### src/inc/drils_pkg.sv
// Package with register map, field positions and codes for the request and level select block
package drils_pkg;
    // ==================== Register offsets
    localparam logic [7:0] CMD_OFF = 8'h00;
    localparam logic [7:0] STAT_OFF = 8'h04;
    localparam logic [7:0] IEN_OFF = 8'h08;
    localparam logic [7:0] ICLR_OFF = 8'h0c;
    localparam logic [7:0] LVL_OFF = 8'h10;
    // ==================== Command word fields
    localparam int MODE_LSB = 8;
    localparam int MODE_W = 6;
    localparam int OUT1_EN_BIT = 5;
    localparam int OUT0_EN_BIT = 4;
    localparam int SENSE_DRV_BIT = 3;
    localparam int LVL_LSB = 0;
    localparam int LVL_W = 3;
    localparam logic [15:0] CMD_RST = 16'h0000;
    // ==================== Status bits
    localparam int ST_OUT0 = 0;
    localparam int ST_OUT1 = 1;
    localparam int ST_TIMER = 2;
    localparam int ST_ADC = 3;
    localparam int NUM_EV = 4;
    localparam logic [3:0] IEN_RST = 4'h0;
    // ==================== Mode patterns
    localparam logic [5:0] MODE_ADC_AB = 6'h3c;
    localparam logic [5:0] MODE_A_OUT0 = 6'h3d;
    localparam logic [5:0] MODE_A_OUT1 = 6'h3e;
    localparam logic [5:0] MODE_A_BOTH = 6'h3f;
    // ==================== Host interrupt levels by code
    localparam int NUM_LINES = 16;
    localparam logic [3:0] LVL_MAP [8] = '{4'h3, 4'h4, 4'h5, 4'h7, 4'ha, 4'hb, 4'hc, 4'hf};
endpackage : drils_pkg

### src/hw/drils_sync.sv
// Three-stage synchroniser for a pin input, change counted when stages two and three agree
`timescale 1ns/100ps
`default_nettype none
module drils_sync #(
    parameter int W = 1
) (
    input wire logic clock,
    input wire logic rst_b,
    input wire logic [W-1:0] din,
    output logic [W-1:0] dout
);
    logic [W-1:0] s1Q;
    logic [W-1:0] s2Q;
    logic [W-1:0] s3Q;
    logic [W-1:0] outQ;

    always_ff @(posedge clock or negedge rst_b) begin
        if (!rst_b) begin
            s1Q <= '0;
            s2Q <= '0;
            s3Q <= '0;
            outQ <= '0;
        end else begin
            s1Q <= din;
            s2Q <= s1Q;
            s3Q <= s2Q;
            for (int i = 0; i < W; i++) begin
                if (s2Q[i] == s3Q[i]) begin
                    outQ[i] <= s3Q[i];
                end
            end
        end
    end

    assign dout = outQ;
endmodule : drils_sync
`default_nettype wire

### src/hw/drils_route.sv
// Combinational decode of the six-bit mode pattern into DMA channel sources and sinks
`timescale 1ns/100ps
`default_nettype none
module drils_route (
    input wire logic [5:0] mode,
    input wire logic [1:0] outReady,
    input wire logic adcReady,
    input wire logic timerTick,
    input wire logic interleaveSel,
    output logic reqA,
    output logic reqB,
    output logic timerIrq,
    output logic adcIrq
);
    always_comb begin
        reqA = 1'b0;
        reqB = 1'b0;
        timerIrq = 1'b0;
        adcIrq = 1'b0;
        unique case (mode)
            drils_pkg::MODE_ADC_AB: begin
                // Double-buffered: both channels serve the input converter
                reqA = adcReady & ~interleaveSel;
                reqB = adcReady & interleaveSel;
                timerIrq = timerTick;
            end
            drils_pkg::MODE_A_OUT0: begin
                reqA = outReady[0];
                reqB = adcReady;
            end
            drils_pkg::MODE_A_OUT1: begin
                reqA = outReady[1];
                reqB = adcReady;
            end
            drils_pkg::MODE_A_BOTH: begin
                // Interleaved: alternate converter takes each A request
                reqA = interleaveSel ? outReady[1] : outReady[0];
                reqB = adcReady;
            end
            default: begin
                adcIrq = adcReady;
            end
        endcase
    end
endmodule : drils_route
`default_nettype wire

### src/hw/drils_top.sv
// Output request enables, sense line drive, host interrupt level select and DMA routing
// ====================
`timescale 1ns/100ps
`default_nettype none
module drils_top (
    input wire logic clock,
    input wire logic rst_b,
    input wire logic psel,
    input wire logic penable,
    input wire logic pwrite,
    input wire logic [7:0] paddr,
    input wire logic [31:0] pwdata,
    output logic [31:0] prdata,
    output logic pready,
    output logic pslverr,
    input wire logic nonref_single_ended_cfg,
    input wire logic out0Ready,
    input wire logic out1Ready,
    input wire logic adcReady,
    input wire logic timerTick,
    input wire logic analogSenseIn,
    output logic analogSenseOut,
    output logic analogSenseOe_b,
    output logic [15:0] hostIrqLines,
    output logic dmaReqA,
    output logic dmaReqB,
    output logic irq
);
    // ==================== State
    typedef struct packed {
        logic [15:0] cmd;
        logic [3:0] stat;
        logic [3:0] ien;
        logic [1:0] outPrev;
        logic adcPrev;
        logic tickPrev;
        logic interleave;
        logic [31:0] rdata;
        logic ready;
        logic err;
        logic senseOe_b;
        logic [15:0] lines;
        logic reqA;
        logic reqB;
        logic irq;
    } drils_state_s;

    drils_state_s st_q;
    drils_state_s st_d;

    // ==================== Pin synchronisers
    logic [4:0] pinsRaw;
    logic [4:0] pinsSync;
    assign pinsRaw = {nonref_single_ended_cfg, out0Ready, out1Ready, adcReady, timerTick};

    drils_sync #(.W(5)) u_sync (
        .clock(clock),
        .rst_b(rst_b),
        .din(pinsRaw),
        .dout(pinsSync)
    );

    logic nrseS;
    logic out0S;
    logic out1S;
    logic adcS;
    logic tickS;
    assign nrseS = pinsSync[4];
    assign out0S = pinsSync[3];
    assign out1S = pinsSync[2];
    assign adcS = pinsSync[1];
    assign tickS = pinsSync[0];

    // ==================== Field decode
    logic out1En;
    logic out0En;
    logic senseDrv;
    logic [5:0] modeSel;
    logic [2:0] lvlCode;
    assign out1En = st_q.cmd[drils_pkg::OUT1_EN_BIT];
    assign out0En = st_q.cmd[drils_pkg::OUT0_EN_BIT];
    assign senseDrv = st_q.cmd[drils_pkg::SENSE_DRV_BIT];
    assign modeSel = st_q.cmd[drils_pkg::MODE_LSB +: drils_pkg::MODE_W];
    assign lvlCode = st_q.cmd[drils_pkg::LVL_LSB +: drils_pkg::LVL_W];

    // Rising edges of ready strobes
    logic out0Rise;
    logic out1Rise;
    logic adcRise;
    logic tickRise;
    assign out0Rise = out0S & ~st_q.outPrev[0];
    assign out1Rise = out1S & ~st_q.outPrev[1];
    assign adcRise = adcS & ~st_q.adcPrev;
    assign tickRise = tickS & ~st_q.tickPrev;

    // Output converter readiness only counts while its enable is set
    logic [1:0] outGated;
    assign outGated[0] = out0Rise & out0En;
    assign outGated[1] = out1Rise & out1En;

    logic rA;
    logic rB;
    logic tIrq;
    logic aIrq;

    drils_route u_route (
        .mode(modeSel),
        .outReady(outGated),
        .adcReady(adcRise),
        .timerTick(tickRise),
        .interleaveSel(st_q.interleave),
        .reqA(rA),
        .reqB(rB),
        .timerIrq(tIrq),
        .adcIrq(aIrq)
    );

    function automatic logic [15:0] lvl_onehot(input logic [2:0] code, input logic on);
        logic [15:0] v;
        v = '0;
        v[drils_pkg::LVL_MAP[code]] = on;
        return v;
    endfunction : lvl_onehot

    // ==================== Next state
    logic apbAcc;
    logic apbWr;
    logic apbRd;
    logic addrOk;
    logic [3:0] evSet;
    logic [3:0] clrMask;

    always_comb begin
        st_d = st_q;
        apbAcc = psel & penable & ~st_q.ready;
        apbWr = apbAcc & pwrite;
        apbRd = apbAcc & ~pwrite;
        addrOk = (paddr == drils_pkg::CMD_OFF) || (paddr == drils_pkg::STAT_OFF)
            || (paddr == drils_pkg::IEN_OFF) || (paddr == drils_pkg::ICLR_OFF)
            || (paddr == drils_pkg::LVL_OFF);
        clrMask = '0;
        st_d.ready = apbAcc;
        st_d.err = apbAcc & ~addrOk;
        st_d.rdata = '0;
        if (apbWr) begin
            unique case (paddr)
                drils_pkg::CMD_OFF: st_d.cmd = pwdata[15:0];
                drils_pkg::IEN_OFF: st_d.ien = pwdata[3:0];
                drils_pkg::ICLR_OFF: clrMask = pwdata[3:0];
                default: ;
            endcase
        end
        if (apbRd) begin
            unique case (paddr)
                drils_pkg::CMD_OFF: st_d.rdata = {16'h0000, st_q.cmd};
                drils_pkg::STAT_OFF: st_d.rdata = {28'h0000000, st_q.stat};
                drils_pkg::IEN_OFF: st_d.rdata = {28'h0000000, st_q.ien};
                drils_pkg::LVL_OFF: st_d.rdata = {16'h0000, st_q.lines};
                default: st_d.rdata = '0;
            endcase
        end
        st_d.outPrev = {out1S, out0S};
        st_d.adcPrev = adcS;
        st_d.tickPrev = tickS;
        if (rA && modeSel == drils_pkg::MODE_A_BOTH) begin
            st_d.interleave = ~st_q.interleave;
        end
        if ((rA || rB) && modeSel == drils_pkg::MODE_ADC_AB) begin
            st_d.interleave = ~st_q.interleave;
        end
        // Set beats clear in the same cycle
        evSet = '0;
        evSet[drils_pkg::ST_OUT0] = outGated[0];
        evSet[drils_pkg::ST_OUT1] = outGated[1];
        evSet[drils_pkg::ST_TIMER] = tIrq;
        evSet[drils_pkg::ST_ADC] = aIrq;
        st_d.stat = (st_q.stat & ~clrMask) | evSet;
        st_d.reqA = rA;
        st_d.reqB = rB;
        st_d.irq = |(st_d.stat & st_d.ien);
        // Nonref single-ended always wins: line stays an input
        st_d.senseOe_b = ~(senseDrv & ~nrseS);
        st_d.lines = lvl_onehot(lvlCode, st_d.irq);
    end

    always_ff @(posedge clock or negedge rst_b) begin
        if (!rst_b) begin
            st_q <= '0;
            st_q.cmd <= drils_pkg::CMD_RST;
            st_q.ien <= drils_pkg::IEN_RST;
            st_q.senseOe_b <= 1'b1;
        end else begin
            st_q <= st_d;
        end
    end

    // ==================== Outputs
    assign prdata = st_q.rdata;
    assign pready = st_q.ready;
    assign pslverr = st_q.err;
    // Grounding only: driven value is always zero
    assign analogSenseOut = 1'b0;
    assign analogSenseOe_b = st_q.senseOe_b;
    assign hostIrqLines = st_q.lines;
    assign dmaReqA = st_q.reqA;
    assign dmaReqB = st_q.reqB;
    assign irq = st_q.irq;

    logic unusedSense;
    assign unusedSense = analogSenseIn;
endmodule : drils_top
`default_nettype wire

### config.mk
export PLATFORM = sky130hd
export DESIGN_NAME = drils_top
export DESIGN_NICKNAME = d
export VERILOG_FILES = /design/src/inc/drils_pkg.sv /design/src/hw/drils_sync.sv /design/src/hw/drils_route.sv /design/src/hw/drils_top.sv
export SDC_FILE = /design/constraint.sdc
export NUM_CORES = 1
export LEC_CHECK = 0
export ABC_AREA = 1
export BUFFER_PORTS_ARGS = -buffer_cell sky130_fd_sc_hd__buf_2
export CAP_MARGIN = 10
export CELL_PAD_IN_SITES_DETAIL_PLACEMENT = 1
export CELL_PAD_IN_SITES_GLOBAL_PLACEMENT = 1
export CORE_MARGIN = 5
export CORE_UTILIZATION = 35
export DETAILED_ROUTE_END_ITERATION = 10
export PLACE_DENSITY_LB_ADDON = 0.1
export SYNTH_ARGS = -nofsm -noshare
export SYNTH_HDL_FRONTEND = slang
export SYNTH_SLANG_ARGS = --single-unit
### constraint.sdc
create_clock -name clock -period 1.7 [get_ports clock]
set_clock_uncertainty 0.05 [all_clocks]
set_input_delay 0.17 -clock clock [delete_from_list [all_inputs] [get_ports clock]]
set_output_delay 0.17 -clock clock [all_outputs]
set_load 0.02 [all_outputs]
Word level (Yosys, flattened, before mapping)
Memory sizes are Yosys's and may differ from the RTL's. Index checks and enable logic that the tools add are counted.

Bits in registers: 103. Memory bits (read-only): 32. Memories: 1.

Magnitude comparators: 3. Eq/ne operators: 13. Muxes and demuxes: 17. Bitwise operators: 30. Reduce and logical (&&, ||, !) cells: 14.

Memories: (no name shown) (words 8, bits a word 4, read ports 1, clocked after memory_dff 0, wr ports 0, line drils_top.sv:121) `v[drils_pkg::LVL_MAP[code]] = on;`.

Operators by type and width (count): case mux 16 bit (4 select lines) (1); == test 6 bit (second input constant) (4); 2-to-1 mux 4 bit (6); AND 16 bit (1); == test 8 x 4 -> 1 bit (second input constant) (2); 2-to-1 mux 16 bit (1); AND 1 bit (14); NOT 1 bit (10); AND 4 bit (2); == test 8 x 3 -> 1 bit (second input constant) (1); == test 8 x 5 -> 1 bit (second input constant) (1); logical NOT 8 bit (1); OR reduction 4 bit (2); 2-to-1 mux 1 bit (6); == test 1 bit (5); logical OR 1 bit (5); less-than comparator 4 x 5 -> 1 bit (second input constant) (1); demux 1 bit (select 4 bit) (1); >= comparator 4 x 1 -> 1 bit (second input constant) (1); >= comparator 4 bit (second input constant) (1); NOT 3 -> 4 bit (1); NOT 4 bit (1); OR 4 bit (1); case mux 1 bit (4 select lines) (1); 5 further kinds (7).

Logic depth before layout (Yosys ltp)
Gate-level depths: netlist of run 1.

Depth in word-level cells: 10. Mapped depth: 12. Mapped depth without buffers: 11.

Modules after synthesis
Synthesis of run 1 repeated with hierarchy kept, for this count alone.

Cells, all modules: 421. Area, all modules: 4016.4 µm².

By module, submodules not included: drils_top (times used 1, cells an instance 358, area an instance 3320.7 µm²); drils_sync (times used 1, cells an instance 40, area an instance 581.8 µm²); drils_route (times used 1, cells an instance 23, area an instance 113.9 µm²).

Worst setup path after synthesis of run 1
OpenSTA, ideal clock, no wires.

Path kind: register to register. From: reg st_q, in the netlist pready. To: reg st_q, in the netlist hostIrqLines[10]. Library setup time: 0.116 ns. Arrival time: 1.523 ns. Setup slack: 0.012 ns. Cell stages (with the launch flop): 12. Path buffers: 1. Path through: dfrtp_1 -> inv_1 -> nand4_1 -> inv_2 -> nand2_2 -> nand2_1 -> nand2_1 -> nand2_1 -> nand2_2 -> nor2_4 -> buf_6 -> nor2_2.

RTL lines: start, declared (line drils_top.sv:48) `drils_state_s st_q;`; start signal, assigned (line drils_top.sv:193) `st_q <= st_d;`.

==> results of run 1 <==
cells by family after synthesis:
family,after synthesis,share of synthesized area
buffers and inverters,98,0.145
XOR/XNOR,1,0.00226
other,1,0.000966
AND/OR/NAND/NOR,167,0.196
multiplexers,10,0.0290
AO/OA/AOI/OAI,31,0.0432
flip-flops,87,0.561
adder cells (fa/ha/maj),8,0.0226
state kept, by name, indices dropped and copies added, names as in the netlist, 3 cells and up:
name          count
prdata           16
u_sync.s2Q        5
u_sync.s1Q        5
u_sync.s3Q        5
st_q             17
hostIrqLines     16
u_sync.dout       5
modeSel           6
lvlCode           3
stage by stage:
step	utilization	total power [W]	setup TNS, ps
floorplan	-	0.00233	0
global placement	0.399	0.00245	-815
detailed placement	0.399	0.00246	-1070
CTS	0.433	0.00388	0
global route	0.440	0.00402	-1080
finish	0.440	0.00383	0
cell usage after synthesis:
| library cell | instances | share of area |
|---|---|---|
| buf_2 | 2 | 0.0026 |
| o211ai_1 | 1 | 0.0019 |
| mux2_1 | 10 | 0.029 |
| o21ai_1 | 6 | 0.0077 |
| xor2_1 | 1 | 0.0023 |
| buf_4 | 49 | 0.095 |
| o21ai_0 | 5 | 0.0064 |
| nor3_2 | 1 | 0.0026 |
| buf_6 | 1 | 0.0029 |
| inv_1 | 30 | 0.029 |
| nand3b_1 | 2 | 0.0039 |
| ha_1 | 3 | 0.0097 |
| nand3_1 | 8 | 0.010 |
| nor2_4 | 2 | 0.0058 |
| nand2_2 | 4 | 0.0064 |
| nor3_1 | 2 | 0.0026 |
| nor2_1 | 41 | 0.040 |
| nand4_1 | 16 | 0.026 |
| o22ai_1 | 3 | 0.0048 |
| nor2_2 | 10 | 0.016 |
| inv_2 | 10 | 0.0097 |
| dfrtp_1 | 86 | 0.55 |
| maj3_1 | 5 | 0.013 |
| dfstp_2 | 1 | 0.0068 |
| conb_1 | 1 | 0.00097 |
| a21oi_1 | 14 | 0.018 |
| o2111ai_1 | 1 | 0.0023 |
| a211oi_1 | 1 | 0.0019 |
| clkbuf_1 | 6 | 0.0058 |
| nor2_8 | 1 | 0.0052 |
| or2_1 | 1 | 0.0016 |
| nand2_1 | 79 | 0.076 |
worst max-delay path, cell delays in order, from the launching register on:
cell and delay, ps:
dfrtp_1 370, inv_2 40, nand4_1 80, buf_6 150, inv_4 50, buf_4 140
nand3_1 80, nand2_1 70, nand2_1 80, nand2_2 70, nor2_4 190, clkbuf_16 190
nor2_1 40
worst paths after layout:
check,endpoint,cells past startpoint
min in group asynchronous,st_q[65],2
max in group asynchronous,analogSenseOe_b,3
worst min register to register,u_sync.s2Q[0],0
worst min-delay path,out1En,3
worst max-delay path,hostIrqLines[4],12
worst max register to register,hostIrqLines[4],12
layout make-up:
cell class | count | area (um2)
clock buffer | 9 | 124
clock inverter | 7 | 68.8
fill | 1254 | 6070
inverter | 40 | 153
multi-input combinational | 234 | 1250
sequential | 87 | 2180
tap | 140 | 175
timing repair buffer | 116 | 822
power by group:
group          leakage [nW]  switching, W  total, W  internal (W)
clock network        0.0907      0.000817   0.00138      0.000562
registers              1.12     0.0000271   0.00215       0.00212
logic                  1.24      0.000187  0.000308      0.000120
total                  2.45       0.00103   0.00383       0.00280
repair_timing:
action                     CTS  global route
hold buffers                17             0
gates cloned                 0             1
setup endpoints to repair   27            17
gates resized for setup      1            20
pin swaps                    0             4
hold endpoints to repair    65             0
setup buffers                1             0
layer usage:
layer / global-route usage / part of all wire / vias up
li1: - / - / 1375
met1: 0.193 / 0.45 / 1377
met2: 0.244 / 0.48 / 67
met3: 0.0405 / 0.059 / 15
met4: 0.0469 / 0.013 / 0
met5: 0 / 0 / -
==> impl_metrics.json, run 1 <==
{
  "dpl_cell_area_um2": 4320,
  "portBuffers": 71,
  "wire_per_inst_um": 14.9,
  "die-area_um2": 13300,
  "firstDrtPassIters": 4,
  "row_count": 38,
  "synthCells": 403,
  "final_area_um2": 4770,
  "clock-sinks": 87,
  "routabilityCongestion": 0.811,
  "drt_iter0_markers": 103,
  "first_global_vias": 3031,
  "fin_cells": 633,
  "reg2reg_slack_ps": 8,
  "avgSynthCellArea_um2": 9.63,
  "hold_start": "pwdata[5]",
  "die_w_um": 115,
  "hold_violations": 0,
  "grt_usage": 0.149,
  "cts_root_buffer": "clkbuf_8",
  "core_area_um2": 10800,
  "critPathKind": "flip-flop to flip-flop",
  "final_common_cell": "dfrtp_1",
  "critPathCaptureType": "flip-flop",
  "power_leakage_nw": 2.45,
  "maxSlewViolCount": 0,
  "overflow": 0,
  "timing.hold.ws_ps": 17.7,
  "clk_pin_slew_ps": 100,
  "fin_ws_ps": 8.12,
  "synthesis.area_um2": 3880,
  "grt_pass1_wl_mm": 15.1,
  "grt_setup_unrepaired": "yes",
  "r2r-start": "pready",
  "cts_buffer_depth": 2,
  "drv_cap": 0,
  "die_h_um": 115,
  "worstSkewPairLatency_ps": 370,
  "status": "finished clean",
  "dp_cells": 598,
  "ys_types": 32,
  "antenna_left": 0,
  "antennaDiodeCount": 0,
  "yosys_warnings": 0,
  "vias": 2834,
  "drt_drc_violations_left": 0,
  "seq_area_frac_synth": 0.561,
  "critPathLaunch": "pready",
  "antenna_found_initial": 0,
  "io-pin-count": 106,
  "htree_levels": 3,
  "wl_mm": 9.41,
  "ys_seq_elements": 87,
  "floorplan.initialDensity": 0.358,
  "startpoint_type": "flip-flop",
  "preCtsSetupSlack_ps": -81.3,
  "cts_tree": "yes",
  "min_period_ps": 1690,
  "fmax_mhz": 591,
  "grt_max_degree": 38,
  "final_cell_mix": "dfrtp_1, nand2_1, buf_2",
  "vias_per_cell": 4.48,
  "setup_viol": 0,
  "nets": 542,
  "vdd_ir_drop_max_v": 0.000435,
  "hpwlAfterDp_mm": 7.35,
  "required_ps": 1920,
  "hp-class": "primary input to flip-flop",
  "cts_buffers": 9,
  "fin_crit_sh": 0.995,
  "critical_path_arrival_ps": 1910,
  "critPathMaxFanout": 8,
  "syn2layout_area_growth_pct": 22.9,
  "power_density_nw_per_um2": 803,
  "drive_above_1_share": 0.329
}
Note: power is estimated with default switching activity, not from simulation.
==> run 2, diff against run 1 <==
--- a/config.mk
+++ b/config.mk
@@ -11,7 +11,8 @@
 export CELL_PAD_IN_SITES_DETAIL_PLACEMENT = 1
 export CELL_PAD_IN_SITES_GLOBAL_PLACEMENT = 1
 export CORE_MARGIN = 5
-export CORE_UTILIZATION = 35
+export CORE_UTILIZATION = 37
+export CTS_BUF_LIST = sky130_fd_sc_hd__clkbuf_8
 export DETAILED_ROUTE_END_ITERATION = 10
 export PLACE_DENSITY_LB_ADDON = 0.1
 export SYNTH_ARGS = -nofsm -noshare
==> impl_metrics.json, run 2 (same netlist as run 1, synthesis figures left out) <==
{
  "cts_buffer_depth": 2,
  "startpoint_type": "flip-flop",
  "die_w_um": 112,
  "drt_drc_violations_left": 0,
  "fillers": 1224,
  "r2r_end": "hostIrqLines[5]",
  "dp_cells": 592,
  "violations": "negative setup slack",
  "grt_pass1_wl_mm": 15.9,
  "wl_mm": 9.69,
  "vias": 2818,
  "wire_per_inst_um": 15.5,
  "final_cell_mix": "dfrtp_1, buf_2, nand2_1",
  "met1_usage": 0.206,
  "grt_setup_unrepaired": "yes",
  "timing.setup.tns_ps": -702,
  "final_common_cell": "dfrtp_1",
  "critPathMaxFanout": 17,
  "final_area_um2": 4730,
  "critical_path_arrival_ps": 1960,
  "hold_violations": 0,
  "antenna_left": 0,
  "r2r-start": "pready",
  "grt_max_degree": 27,
  "drive_above_1_share": 0.322,
  "nets": 540,
  "power_leakage_nw": 2.47,
  "syn2layout_area_growth_pct": 21.9,
  "min_period_ps": 1750,
  "core_area_um2": 10300,
  "required_ps": 1910,
  "worstSkewPairLatency_ps": 360,
  "die-area_um2": 12600,
  "rr_worst_depth": 11,
  "met2_usage": 0.271,
  "clk_pin_slew_ps": 100,
  "status": "finished with violations",
  "htree_levels": 3,
  "antennaDiodeCount": 0,
  "vias_per_cell": 4.49,
  "cts_root_buffer": "clkbuf_8",
  "critPathCaptureType": "flip-flop",
  "fin_ws_ps": -54.1,
  "drv_cap": 0,
  "hpwlAfterDp_mm": 7.34,
  "dpl_cell_area_um2": 4290,
  "fin_cells": 627,
  "hp-class": "primary input to flip-flop",
  "critPathKind": "flip-flop to flip-flop",
  "io-pin-count": 106,
  "overflow": 0,
  "whs_path_depth": 3,
  "portBuffers": 71,
  "vdd_ir_drop_max_v": 0.000461,
  "grt_usage": 0.159,
  "setup_viol": 17,
  "maxSlewViolCount": 0,
  "largest_reg_flops": 17,
  "row_count": 37,
  "die_h_um": 112,
  "first_global_vias": 3107,
  "routabilityCongestion": 0.770,
  "cts_tree": "yes",
  "cp-endpoint": "hostIrqLines[5]",
  "fmax_mhz": 570,
  "power_density_nw_per_um2": 821,
  "critPathLaunch": "pready",
  "seq_area_um2": 2180,
  "top_register": "st_q",
  "grtUsageMet3": 0.0302,
  "antenna_found_initial": 0,
  "floorplan.initialDensity": 0.378,
  "reg2reg_slack_ps": -50,
  "firstDrtPassIters": 4,
  "cts_buffers": 9,
  "multi_input_area_um2": 1250,
  "drt_iter0_markers": 80,
  "clock-sinks": 87,
  "fin_crit_sh": 1.03,
  "grt-busiest-layer": "met2"
}
-- run 2: changes by cell type in the layout (fill, tap and decap cells not counted), moves of 2 or more --
cell / delta
nand2_2: +5
nor2_2: -6
inv_8: +2
nand2_1: -6
nor2_1: +7
-- run 2: final cells by class --
| class | instances | area share |
|---|---|---|
| clock buffers | 9 | 0.0262 |
| clock inverters | 7 | 0.0159 |
| inverters | 40 | 0.0317 |
| multi-input cells | 234 | 0.263 |
| flip-flops and latches | 87 | 0.460 |
| well taps | 136 | 0.0360 |
| repair buffers | 114 | 0.167 |
-- run 2: power by group --
group	leakage, nW	internal [W]	switching [W]	total, W
Sequential	1.12	0.00212	0.0000260	0.00214
Combinational	1.25	0.000112	0.000189	0.000301
Clock	0.0981	0.000579	0.000860	0.00144
-- run 2: critical path, stage by stage, from the launching register on --
cell,delay [ps]
dfrtp_1,390
inv_1,70
nand4_1,220
nor2_1,210
nand2_1,100
nand2_2,80
nand2_2,60
nand2_2,60
nand2_2,60
nor2_4,120
buf_12,170
nor2_1,60
-- run 2: per-stage QoR --
step	hold slack (ps)	power, W	setup slack [ps]	utilization
CTS	13.5	0.00393	-10.8	0.453
global placement	35.4	0.00245	-21.5	0.417
global route	34.6	0.00406	-198	0.460
floorplan	-176	0.00233	11.5	-
detailed placement	37.5	0.00246	-36.8	0.417
finish	12.1	0.00388	-54.1	0.460
-- run 2: repair_timing --
action | CTS | global route
pin swaps | 0 | 1
hold buffers | 16 | 0
gates cloned | 0 | 1
setup endpoints to repair | 12 | 27
hold endpoints to repair | 82 | 0
buffers inserted | 1 | 1
gates resized for setup | 2 | 14
-- run 2: routing by layer --
layer | wire length (um) | part of all wire | up-vias
li1 | - | - | 1376
met1 | 4400 | 0.45 | 1372
met2 | 4760 | 0.49 | 59
met3 | 409 | 0.042 | 11
met4 | 120 | 0.012 | 0
met5 | 0 | 0 | -
-- run 2: how the worst min path moves through the flow --
stage	slack, ps	startpoint	end
finish	10	pwdata[9]	modeSel[1]
global route	30	pwdata[3]	senseDrv
CTS	10	pwdata[9]	modeSel[1]
detailed placement	40	rst_b	irq
global placement	40	rst_b	irq
floorplan	-180	rst_b	dmaReqA
==> run 3, diff against run 2 <==
--- a/config.mk
+++ b/config.mk
@@ -5,15 +5,15 @@
 export SDC_FILE = /design/constraint.sdc
 export NUM_CORES = 1
 export LEC_CHECK = 0
-export ABC_AREA = 1
 export BUFFER_PORTS_ARGS = -buffer_cell sky130_fd_sc_hd__buf_2
 export CAP_MARGIN = 10
 export CELL_PAD_IN_SITES_DETAIL_PLACEMENT = 1
 export CELL_PAD_IN_SITES_GLOBAL_PLACEMENT = 1
 export CORE_MARGIN = 5
-export CORE_UTILIZATION = 37
+export CORE_UTILIZATION = 38
 export CTS_BUF_LIST = sky130_fd_sc_hd__clkbuf_8
 export DETAILED_ROUTE_END_ITERATION = 10
+export MAX_ROUTING_LAYER = met4
 export PLACE_DENSITY_LB_ADDON = 0.1
 export SYNTH_ARGS = -nofsm -noshare
 export SYNTH_HDL_FRONTEND = slang
==> impl_metrics.json, run 3 <==
{
  "crit_path_max_incr_delay_ps": 410,
  "grt_pass1_wl_mm": 14.6,
  "worst_pin_slew_ps": 504,
  "fin_cells": 537,
  "critPathMaxFanout": 8,
  "hold_start": "pwdata[2]",
  "antennaDiodeCount": 0,
  "hpwlAfterDp_mm": 6.31,
  "final_core_util": 0.487,
  "avgSynthCellArea_um2": 12.6,
  "synthArstFlopShare": 1.00,
  "yosys_warnings": 0,
  "preCtsSetupSlack_ps": -340,
  "portBuffers": 71,
  "clk_pin_slew_ps": 90,
  "slowest_stage": "dfrtp_2",
  "synth_most_common_cell": "dfrtp_1",
  "nets": 453,
  "ys_seq_elements": 87,
  "vias": 2529,
  "cts_root_buffer": "clkbuf_8",
  "r2r_end": "hostIrqLines[5]",
  "vias_per_cell": 4.71,
  "syn2layout_area_growth_pct": 24.7,
  "grt_setup_unrepaired": "yes",
  "floorplan.initialDensity": 0.391,
  "r2r-start": "pready",
  "netlist.area_leader.share": 0.561,
  "critPathCaptureType": "flip-flop",
  "required_ps": 1890,
  "top_register": "st_q",
  "grt-busiest-layer": "met2",
  "grt_usage": 0.152,
  "startpoint_type": "flip-flop",
  "row_count": 36,
  "vdd_ir_drop_max_v": 0.000396,
  "die_w_um": 110,
  "first_global_vias": 2797,
  "die_h_um": 110,
  "dp_cells": 500,
  "final_cell_mix": "dfrtp_1, buf_2, buf_4",
  "cts_buffers": 9,
  "slew_headroom": 0.664,
  "rr_worst_depth": 7,
  "min_period_ps": 2000,
  "final_area_um2": 4780,
  "cp_cell_sequence": "and4b_1, nand4_1, buf_6, mux2_4, a22oi_2, buf_6, a21oi_1",
  "antenna_found_initial": 0,
  "drv_cap": 0,
  "ys.flop_type": "dfrtp_1",
  "seq_area_frac_synth": 0.568,
  "synthesis.area_um2": 3830,
  "wl_mm": 8.57,
  "synthCells": 304,
  "drt_iter0_markers": 75,
  "htree_levels": 3,
  "grt_max_degree": 50,
  "firstDrtPassIters": 4,
  "final_common_cell": "dfrtp_1",
  "fin_ws_ps": -302,
  "synthTopCellsByArea": "dfrtp_1, buf_4, mux2_2, nor2_4, a22oi_1",
  "hp-class": "primary input to flip-flop",
  "worstSkewPairLatency_ps": 360,
  "largest_reg_flops": 17,
  "status": "finished with violations",
  "power_density_nw_per_um2": 789,
  "wire_per_inst_um": 16.0,
  "min_to": "st_q[65]",
  "core_area_um2": 9820,
  "fin_crit_sh": 1.18,
  "cts_tree": "yes",
  "hold_violations": 0,
  "timing.hold.ws_ps": 39.6,
  "drive_above_1_share": 0.458,
  "io-pin-count": 106,
  "reg2reg_slack_ps": -300,
  "synth_edf_count": 0,
  "grtUsageMet3": 0.0279,
  "maxSlewViolCount": 0,
  "clock-sinks": 87,
  "ys_types": 49,
  "power_leakage_nw": 2.25,
  "routabilityCongestion": 0.798,
  "violations": "negative setup slack",
  "whs_path_depth": 2,
  "drt_drc_violations_left": 0,
  "yosysTopAreaCell": "dfrtp_1",
  "critPathKind": "flip-flop to flip-flop",
  "critical_path_arrival_ps": 2190,
  "die-area_um2": 12200,
  "fmax_mhz": 500,
  "met1_usage": 0.193,
  "overflow": 0,
  "cts_buffer_depth": 2,
  "yosys-top-cells-count": "dfrtp_1, buf_4, mux2_2, a21oi_1, nand2_1",
  "dpl_cell_area_um2": 4300,
  "antenna_left": 0,
  "crit_top_cell": "buf_6",
  "setup_viol": 17,
  "met2_usage": 0.241
}
## run 3: cell count changes after synthesis, sizes merged, moves of 10 or more
cell / before / now
nand2: 83 / 15
inv: 40 / 7
nand4: 16 / 3
a211oi: 1 / 11
a22oi: 0 / 14
nor2: 54 / 16
## run 3: final cells by class
| type | instances | area (um2) |
|---|---|---|
| fillers | 1083 | 5040 |
| well taps | 133 | 166 |
| clock buffers | 10 | 138 |
| clock inverters | 6 | 45.0 |
| repair buffers | 129 | 907 |
| multi-input cells | 165 | 1320 |
| flip-flops and latches | 87 | 2180 |
| inverters | 7 | 26.3 |
## run 3: metrics by stage
stage,setup TNS (ps),power (W)
floorplan,-5800,0.00232
global placement,-9310,0.00243
detailed placement,-10580,0.00244
CTS,-4940,0.00383
global route,-6710,0.00396
finish,-4920,0.00377
## run 3: metal layers
| layer | vias up | part of all wire |
|---|---|---|
| met2 | 53 | 0.49 |
| li1 | 1195 | - |
| met1 | 1270 | 0.45 |
| met4 | 0 | 0.017 |
| met5 | - | 0 |
| met3 | 11 | 0.038 |
## run 3: worst max-delay path, delay by kind of cell (launching register included)
kind / cells / cell delay, ps
buf+inv: 2 / 350
mux: 1 / 300
flops: 1 / 410
simple gates: 2 / 410
compound gates: 2 / 350
## run 3: worst max path at each step
stage | end | startpoint | slack [ps]
after global placement | hostIrqLines[13] | paddr[1] | -250
final | hostIrqLines[5] | pready | -300
after floorplan | hostIrqLines[12] | pready | -240
after CTS | hostIrqLines[1] | pready | -300
after detailed placement | hostIrqLines[12] | pready | -340
after global routing | hostIrqLines[5] | pready | -410
## run 3: repair_timing
action                                  4_1_cts  5_1_grt
hold buffers                                 18        0
buffers inserted                              4        0
hold endpoints to repair                    103        0
pin swaps                                     5        3
endpoints found under the setup margin       19       23
gates resized for setup                      14        9
## run 3: cell families after synthesis
family | count (synthesis) | synth area share
AOI/OAI and AO/OA | 56 | 0.102
adders and majority gates | 8 | 0.0228
buffers and inverters | 68 | 0.127
DFF | 87 | 0.568
muxes | 18 | 0.0529
other | 1 | 0.000978
and+or+nand+nor | 66 | 0.127
## run 3: power by group
part / switching (W) / internal (W)
Clock: 0.000760 / 0.000576
Sequential: 0.0000251 / 0.00212
Combinational: 0.000164 / 0.000129
